--- src/verilog/flag_pkg.sv ---
// constants for the interrupt flag bank: register map, field layout, resets
// assumes a 32-bit AXI4-Lite register port and a 16-bit flag register
package flag_pkg;

  // bus widths
  localparam int          DATA_W = 32;
  localparam int          ADDR_W = 8;
  localparam int          STRB_W = DATA_W / 8;
  localparam int          FLAG_W = 16;

  // register byte offsets
  localparam logic [7:0]  OFF_FLAGS   = 8'h00;  // interrupt_flag_status_0, read/write
  localparam logic [7:0]  OFF_STATUS  = 8'h04;  // read-only view of the sticky flags
  localparam logic [7:0]  OFF_CLEAR   = 8'h08;  // write-one-to-clear, reads zero
  localparam logic [7:0]  OFF_ENABLE  = 8'h0c;  // interrupt enables
  localparam logic [7:0]  OFF_PENDING = 8'h10;  // flags and enables, read-only

  // flag bit positions
  localparam int          BIT_DMA_B_DONE  = 14;
  localparam int          BIT_CONV_DONE   = 13;
  localparam int          BIT_SERIAL_TX   = 12;
  localparam int          BIT_SERIAL_RX   = 11;
  localparam int          BIT_SPI_EVENT   = 10;
  localparam int          BIT_SPI_FAULT   = 9;
  localparam int          BIT_TIMER_C     = 8;
  localparam int          BIT_TIMER_B     = 7;
  localparam int          BIT_COMPARE_B   = 6;
  localparam int          BIT_CAPTURE_B   = 5;
  localparam int          BIT_DMA_A_DONE  = 4;
  localparam int          BIT_TIMER_A     = 3;
  localparam int          BIT_COMPARE_A   = 2;
  localparam int          BIT_CAPTURE_A   = 1;
  localparam int          BIT_EXT_ZERO    = 0;

  // implemented bits: the top bit is unused and reads zero
  localparam logic [15:0] FLAG_IMPL_MASK  = 16'h7fff;
  localparam logic [15:0] FLAG_RESET      = 16'h0000;
  localparam logic [15:0] ENABLE_RESET    = 16'h0000;

  // axi responses
  localparam logic [1:0]  RESP_OKAY       = 2'h0;
  localparam logic [1:0]  RESP_SLVERR     = 2'h2;

endpackage : flag_pkg

--- src/verilog/flag_ctl_if.sv ---
// control bundle between the register front end, the flag bank and the gate
// assumes all three sit on one clock
`timescale 1ns/1ps
interface flag_ctl_if;

  // software write into the flag register
  logic        wr_en;
  logic [15:0] wr_data;
  logic [15:0] wr_mask;
  // write-one-to-clear
  logic        clr_en;
  logic [15:0] clr_mask;
  // enable register write
  logic        en_we;
  logic [15:0] en_data;
  logic [15:0] en_mask;
  // state seen by software
  logic [15:0] flags;
  logic [15:0] enables;

  modport ctl  (output wr_en, wr_data, wr_mask, clr_en, clr_mask, en_we, en_data, en_mask,
                input  flags, enables);
  modport bank (input  wr_en, wr_data, wr_mask, clr_en, clr_mask, output flags);
  modport gate (input  en_we, en_data, en_mask, flags, output enables);

endinterface : flag_ctl_if

--- src/verilog/interrupt_flag_status_bank0.sv ---
// interrupt flag status bank with an AXI4-Lite register port
// assumes request strobes are synchronous to aclk; one write and one read in flight
//
// Decided for this implementation: the register addresses and the AXI4-Lite register port.
`timescale 1ns/1ps
module interrupt_flag_status_bank0 (
  // clock and reset
  input  wire logic                         aclk,
  input  wire logic                         aresetn,
  // peripheral request strobes
  input  wire logic                         dma_ch_b_done_req,
  input  wire logic                         converter_done_req,
  input  wire logic                         serial_tx_req,
  input  wire logic                         serial_rx_req,
  input  wire logic                         spi_event_req,
  input  wire logic                         spi_fault_req,
  input  wire logic                         timer_c_req,
  input  wire logic                         timer_b_req,
  input  wire logic                         compare_out_b_req,
  input  wire logic                         capture_in_b_req,
  input  wire logic                         dma_ch_a_done_req,
  input  wire logic                         timer_a_req,
  input  wire logic                         compare_out_a_req,
  input  wire logic                         capture_in_a_req,
  input  wire logic                         external_irq_zero_req,
  // write address channel
  input  wire logic [flag_pkg::ADDR_W-1:0]  awaddr,
  input  wire logic [2:0]                   awprot,
  input  wire logic                         awvalid,
  output logic                              awready,
  // write data channel
  input  wire logic [flag_pkg::DATA_W-1:0]  wdata,
  input  wire logic [flag_pkg::STRB_W-1:0]  wstrb,
  input  wire logic                         wvalid,
  output logic                              wready,
  // write response channel
  output logic [1:0]                        bresp,
  output logic                              bvalid,
  input  wire logic                         bready,
  // read address channel
  input  wire logic [flag_pkg::ADDR_W-1:0]  araddr,
  input  wire logic [2:0]                   arprot,
  input  wire logic                         arvalid,
  output logic                              arready,
  // read data channel
  output logic [flag_pkg::DATA_W-1:0]       rdata,
  output logic [1:0]                        rresp,
  output logic                              rvalid,
  input  wire logic                         rready,
  // interrupt line
  output logic                              irq
);

  flag_ctl_if ctl ();

  // request vector in register bit order
  logic [15:0] req;

  assign req[15]                           = 1'b0;
  assign req[flag_pkg::BIT_DMA_B_DONE]     = dma_ch_b_done_req;
  assign req[flag_pkg::BIT_CONV_DONE]      = converter_done_req;
  assign req[flag_pkg::BIT_SERIAL_TX]      = serial_tx_req;
  assign req[flag_pkg::BIT_SERIAL_RX]      = serial_rx_req;
  assign req[flag_pkg::BIT_SPI_EVENT]      = spi_event_req;
  assign req[flag_pkg::BIT_SPI_FAULT]      = spi_fault_req;
  assign req[flag_pkg::BIT_TIMER_C]        = timer_c_req;
  assign req[flag_pkg::BIT_TIMER_B]        = timer_b_req;
  assign req[flag_pkg::BIT_COMPARE_B]      = compare_out_b_req;
  assign req[flag_pkg::BIT_CAPTURE_B]      = capture_in_b_req;
  assign req[flag_pkg::BIT_DMA_A_DONE]     = dma_ch_a_done_req;
  assign req[flag_pkg::BIT_TIMER_A]        = timer_a_req;
  assign req[flag_pkg::BIT_COMPARE_A]      = compare_out_a_req;
  assign req[flag_pkg::BIT_CAPTURE_A]      = capture_in_a_req;
  assign req[flag_pkg::BIT_EXT_ZERO]       = external_irq_zero_req;

  // ---------------------------------------------------------------
  // write path: address and data are taken independently
  // ---------------------------------------------------------------

  logic                         aw_held;
  logic                         w_held;
  logic [flag_pkg::ADDR_W-1:0]  aw_addr;
  logic [flag_pkg::DATA_W-1:0]  w_data;
  logic [flag_pkg::STRB_W-1:0]  w_strb;

  // handshakes and hold bookkeeping
  wire aw_take        = awvalid & awready;
  wire w_take         = wvalid & wready;
  wire commit         = aw_held & w_held & ~bvalid;
  wire next_aw_held   = (aw_held & ~commit) | aw_take;
  wire next_w_held    = (w_held & ~commit) | w_take;
  wire b_done         = bvalid & bready;
  wire next_bvalid    = (bvalid & ~b_done) | commit;

  // address capture; protection bits carry no meaning here
  always_ff @(posedge aclk) begin
    if (!aresetn) begin
      aw_held <= 1'b0;
      aw_addr <= '0;
    end else begin
      aw_held <= next_aw_held;
      if (aw_take) aw_addr <= awaddr;
    end
  end

  // data capture
  always_ff @(posedge aclk) begin
    if (!aresetn) begin
      w_held <= 1'b0;
      w_data <= '0;
      w_strb <= '0;
    end else begin
      w_held <= next_w_held;
      if (w_take) begin
        w_data <= wdata;
        w_strb <= wstrb;
      end
    end
  end

  // readies drop while a beat is parked, so nothing is overwritten
  always_ff @(posedge aclk) begin
    if (!aresetn) begin
      awready <= 1'b0;
      wready  <= 1'b0;
    end else begin
      awready <= ~next_aw_held;
      wready  <= ~next_w_held;
    end
  end

  // write decode on the parked address
  wire ws_flags   = (aw_addr == flag_pkg::OFF_FLAGS);
  wire ws_clear   = (aw_addr == flag_pkg::OFF_CLEAR);
  wire ws_enable  = (aw_addr == flag_pkg::OFF_ENABLE);
  wire ws_mapped  = ws_flags | ws_clear | ws_enable;

  // byte lanes 0 and 1 cover the 16 flag bits; upper lanes are ignored
  wire [15:0] lane_mask = {{8{w_strb[1]}}, {8{w_strb[0]}}};

  // flag register write: software may set or clear any implemented bit
  assign ctl.wr_en    = commit & ws_flags;
  assign ctl.wr_data  = w_data[15:0];
  assign ctl.wr_mask  = lane_mask;

  // clear register: ones clear, zeros leave the flag alone
  assign ctl.clr_en   = commit & ws_clear;
  assign ctl.clr_mask = w_data[15:0] & lane_mask;

  // enable register
  assign ctl.en_we    = commit & ws_enable;
  assign ctl.en_data  = w_data[15:0];
  assign ctl.en_mask  = lane_mask;

  // response: read-only and unmapped offsets answer with an error
  always_ff @(posedge aclk) begin
    if (!aresetn) begin
      bvalid <= 1'b0;
      bresp  <= flag_pkg::RESP_OKAY;
    end else begin
      bvalid <= next_bvalid;
      if (commit) bresp <= ws_mapped ? flag_pkg::RESP_OKAY : flag_pkg::RESP_SLVERR;
    end
  end

  // ---------------------------------------------------------------
  // read path: one cycle from address to data
  // ---------------------------------------------------------------

  wire ar_take      = arvalid & arready;
  wire r_done       = rvalid & rready;
  wire next_rvalid  = (rvalid & ~r_done) | ar_take;

  // read decode on the incoming address
  wire rs_flags     = (araddr == flag_pkg::OFF_FLAGS);
  wire rs_status    = (araddr == flag_pkg::OFF_STATUS);
  wire rs_clear     = (araddr == flag_pkg::OFF_CLEAR);
  wire rs_enable    = (araddr == flag_pkg::OFF_ENABLE);
  wire rs_pending   = (araddr == flag_pkg::OFF_PENDING);
  wire rs_mapped    = rs_flags | rs_status | rs_clear | rs_enable | rs_pending;

  // the unused top bit is forced low on every view
  wire [15:0] flag_view    = ctl.flags & flag_pkg::FLAG_IMPL_MASK;
  wire [15:0] pending_view = flag_view & ctl.enables;

  // read data select; the clear register reads as zero
  wire [15:0] rd_sel =
      ({16{rs_flags | rs_status}} & flag_view)
    | ({16{rs_enable}}            & ctl.enables)
    | ({16{rs_pending}}           & pending_view);

  wire [flag_pkg::DATA_W-1:0] next_rdata = {16'h0000, rd_sel};

  // data is captured at the address handshake and held until taken
  always_ff @(posedge aclk) begin
    if (!aresetn) begin
      rvalid <= 1'b0;
      rdata  <= '0;
      rresp  <= flag_pkg::RESP_OKAY;
    end else begin
      rvalid <= next_rvalid;
      if (ar_take) begin
        rdata <= next_rdata;
        rresp <= rs_mapped ? flag_pkg::RESP_OKAY : flag_pkg::RESP_SLVERR;
      end
    end
  end

  // address ready stays low while a read answer is outstanding
  always_ff @(posedge aclk) begin
    if (!aresetn) arready <= 1'b0;
    else          arready <= ~next_rvalid;
  end

  // ---------------------------------------------------------------
  // flag storage and interrupt gating
  // ---------------------------------------------------------------

  // sticky flags with request-over-clear priority
  flag_bank u_flag_bank (
    .aclk    (aclk),
    .aresetn (aresetn),
    .req     (req),
    .ctl     (ctl.bank)
  );

  // enables and the registered level interrupt
  irq_gate u_irq_gate (
    .aclk    (aclk),
    .aresetn (aresetn),
    .ctl     (ctl.gate),
    .irq     (irq)
  );

endmodule : interrupt_flag_status_bank0

--- src/verilog/flag_bank.sv ---
// sticky interrupt request flags, one flip-flop per implemented bit
// assumes request strobes synchronous to aclk
`timescale 1ns/1ps
module flag_bank (
  // clock and reset
  input  wire logic                 aclk,
  input  wire logic                 aresetn,
  // request strobes from peripherals
  input  wire logic [15:0]          req,
  // register control
  flag_ctl_if.bank                  ctl
);

  wire [15:0] flag;

  // per-bit flag: a request in the same cycle beats any clear
  // each implemented bit keeps its own flip-flop so every vector bit has a single driver
  for (genvar i = 0; i < 16; i++) begin : g_flag
    if (flag_pkg::FLAG_IMPL_MASK[i]) begin : g_impl
      logic bit_q;
      logic next_flag;
      always_comb begin
        next_flag = bit_q;
        if (ctl.wr_en && ctl.wr_mask[i]) begin
          next_flag = ctl.wr_data[i];
        end else if (ctl.clr_en && ctl.clr_mask[i]) begin
          next_flag = 1'b0;
        end
        if (req[i]) begin
          next_flag = 1'b1;
        end
      end
      always_ff @(posedge aclk) begin
        if (!aresetn) bit_q <= flag_pkg::FLAG_RESET[i];
        else          bit_q <= next_flag;
      end
      assign flag[i] = bit_q;
    end else begin : g_unused
      assign flag[i] = 1'b0;
    end
  end

  assign ctl.flags = flag;

endmodule : flag_bank

--- src/verilog/irq_gate.sv ---
// interrupt enable register and the level interrupt output
// assumes flags come from flag_bank on the same clock
`timescale 1ns/1ps
module irq_gate (
  // clock and reset
  input  wire logic aclk,
  input  wire logic aresetn,
  // register control
  flag_ctl_if.gate  ctl,
  // interrupt line
  output logic      irq
);

  logic [15:0] enable;
  logic [15:0] next_enable;

  // byte-masked enable update
  assign next_enable = ctl.en_we ? ((enable & ~ctl.en_mask) | (ctl.en_data & ctl.en_mask)) : enable;

  // registered level: one cycle behind the flag that raises it
  always_ff @(posedge aclk) begin
    if (!aresetn) begin
      enable <= flag_pkg::ENABLE_RESET;
      irq    <= 1'b0;
    end else begin
      enable <= next_enable & flag_pkg::FLAG_IMPL_MASK;
      irq    <= |(ctl.flags & enable);
    end
  end

  assign ctl.enables = enable;

endmodule : irq_gate

--- config.mk ---
export PLATFORM = sky130hd
export DESIGN_NAME = interrupt_flag_status_bank0
export DESIGN_NICKNAME = d
export VERILOG_FILES = /design/src/verilog/flag_pkg.sv /design/src/verilog/flag_ctl_if.sv /design/src/verilog/interrupt_flag_status_bank0.sv /design/src/verilog/flag_bank.sv /design/src/verilog/irq_gate.sv
export SDC_FILE = /design/constraint.sdc
export NUM_CORES = 1
export LEC_CHECK = 0
export BUFFER_PORTS_ARGS = -buffer_cell sky130_fd_sc_hd__buf_2
export CELL_PAD_IN_SITES_DETAIL_PLACEMENT = 0
export CELL_PAD_IN_SITES_GLOBAL_PLACEMENT = 1
export CORE_MARGIN = 8
export CORE_UTILIZATION = 35
export CTS_BUF_LIST = sky130_fd_sc_hd__clkbuf_8
export DETAILED_ROUTE_END_ITERATION = 12
export PLACE_DENSITY_LB_ADDON = 0.05
export SYNTH_ARGS = -nofsm -noshare
export SYNTH_HDL_FRONTEND = slang
export SYNTH_SLANG_ARGS = --single-unit
--- constraint.sdc ---
create_clock -name aclk -period 2.7 [get_ports aclk]
set_input_delay 0.405 -clock aclk [delete_from_list [all_inputs] [get_ports aclk]]
set_output_delay 0.405 -clock aclk [all_outputs]
set_load 0.03 [all_outputs]
==> reports/metrics.cfg <==
[pwr]
internal-power_w=0.001807
switching_share=0.2686
pwr-share-clk=0.361
power_density_nw_per_um2=578.6
power_frac_seq=0.520
vdd_ir_drop_max_uv=201.3
combPwrFrac=0.119
p_sw_w=0.0006636
p_leak_nw=1.792

[global_routing]
grt_overflow=0
antenna_found_initial=0
grtUsageTotal=0.1353
grt_pass1_vias=3036
grt_pass1_wl_um=15650
grt_max_degree=52

[layout]
antenna_cells=0
final_area_um2=4269
final_nets=565
syn_to_final_growth_pct=16.17
final_cell_mix=dfxtp_1, buf_2, nand2_1
fillers=1107
final_common_cell=dfxtp_1
drive_gt1_frac=0.2041

[flow_run]
cap_violations=0

[place]
gp_congestion=0.7191
dp_hpwl_um=6933
port_buffers=77
placed_area_um2=4070

[drt]
antenna_left=0
vias_per_cell=4.826
first_pass_iters=4
num_vias=3021
routedWlPerCell_um=15.12
drc=0
wl_um=9463
drt-initial-drc-count=160

[hold_path]
min_path_type=input port to flop

[logic_synthesis]
synthCells=419
yosysSeqAreaShare=0.4358
yosys.area.top_type_share=0.4358
synth.avg_cell_area_um2=8.770
synth_area_leader_cell=dfxtp_1
yosysUniqueCellTypes=36
syn-cell-area_um2=3675
synth_area_leaders=dfxtp_1, a21boi_0, nand2_1
yosys_register_bits=80
ys_warn_count=0

[sta]
min_period_over_period=0.7137
worst_slew_pin_slew_ns=0.8289
grt_setup_unrepaired=false
finalMaxSlewViolations=0
skew_ns=0.01034
final-hold-violation-count=0
clock.fmax_mhz=519.0
finalSetupTns_ns=0
setup_viol=0
slew-limit-headroom=0.4474
fin_crit_ns=1.927

[setup_path]
end_kind=flop
worstSetupPathType=flop to flop
worstPathRequired_ns=2.92
worstSetupStartpointType=flop
critical_path_arrival_ns=2.15
cp_max_fo=9

[status]
status=complete, no violations

[floorplanning]
die_y_um=118.5
initial_utilization=0.3576
io_pins=122
die-area_um2=14030
core_area_um2=10280
die_x_um=118.5
row_count=37

[clock_network]
cts_setup_buffers=0
tritoncts=done
numCtsBuffers=9
clock_latency_ns=0.34
clk_pin_slew_worst_paths_ns=0.08
cts_max_level=3
clockBufferDepth=2
holdBufCountCts=0
cts.sinks=80
post_cts_resized=0
cts-root-buf=clkbuf_8

-- metrics by stage --
stage                     hold WS, ns  utilization  worst slack (ns)  instances  power [W]
after floorplan                0.4434            -             1.050        437   0.001521
after global placement         0.4520       0.3960            0.6608        610   0.001604
after detailed placement       0.4577       0.3960            0.6607        610   0.001609
after CTS                      0.2909       0.4154            0.7402        626   0.002507
after global routing           0.3029       0.4154            0.5424        626   0.002600
final                          0.3014       0.4154            0.7730        626   0.002470
-- final cells by class --
type                       count  area [um^2]  share of cell area
multi-input combinational    283         1774              0.4156
sequential                    80         1602              0.3751
timing repair buffer          80        407.9             0.09555
tap                          136        170.2             0.03986
clock buffer                  11        151.4             0.03546
inverter                      31        116.4             0.02726
clock inverter                 5        47.55             0.01114
-- worst max-delay path, cell delays in order, from the launching register on --
cell and delay (ns):
dfxtp_1 0.34, nor4_4 0.55, nand4_1 0.48, o211ai_1 0.32, a21boi_0 0.11
-- worst paths after layout --
path               from                                  to  slack, ns  depth (start not counted)
max reg2reg  aw_addr[1]  u_flag_bank.g_flag[6].g_impl.bit_q       0.77                          4
min            wdata[0]                           w_data[0]       0.30                          3
min reg2reg  aw_addr[7]                          aw_addr[7]       0.47                          2
max          aw_addr[1]  u_flag_bank.g_flag[6].g_impl.bit_q       0.77                          4
-- Yosys cell counts --
cell type	count
buf_4	19
buf_2	2
or4_4	1
nor4_4	1
and2_1	9
o2111ai_1	1
a31oi_1	1
clkbuf_1	19
nand3b_1	2
o21a_1	2
conb_1	1
a22oi_1	6
o21ai_0	32
a21boi_0	42
o211a_1	1
nor3_4	2
nand3_1	9
a21oi_1	31
and4_1	2
nor3b_1	3
and3_1	2
dfxtp_1	80
and3b_1	3
nor2b_1	13
inv_1	31
a222oi_1	1
nand4_1	5
nand2b_1	2
nand4_2	2
o211ai_1	15
buf_6	2
buf_1	1
a32oi_1	15
mux2i_1	15
nand2_1	44
nor2_1	2
-- power by group through the flow --
stage               combinational (W)  clock, W  sequential [W]
detailed placement           0.000297         0         0.00131
floorplan                    0.000183         0         0.00134
finish                       0.000295  0.000891         0.00128
global route                 0.000329  0.000977         0.00129
global placement             0.000293         0         0.00131
CTS                          0.000298  0.000925         0.00128
-- per-layer routing --
metal  global-route usage  part of all wire  vias to the layer above
met5                    0                 0                        -
met4              0.05534             0.021                        0
met3              0.03475             0.058                       15
met2               0.1950              0.41                       85
met1               0.1874              0.51                     1345
li1                     -                 -                     1576
-- logic make-up after synthesis --
kind of cell           synth area share
flip-flops                       0.4358
buffers and inverters           0.09976
multiplexers                    0.04086
other                          0.001020
AND/OR/NAND/NOR                  0.1587
AO/OA/AOI/OAI                    0.2639
Note: power is estimated with default switching activity, not from simulation.
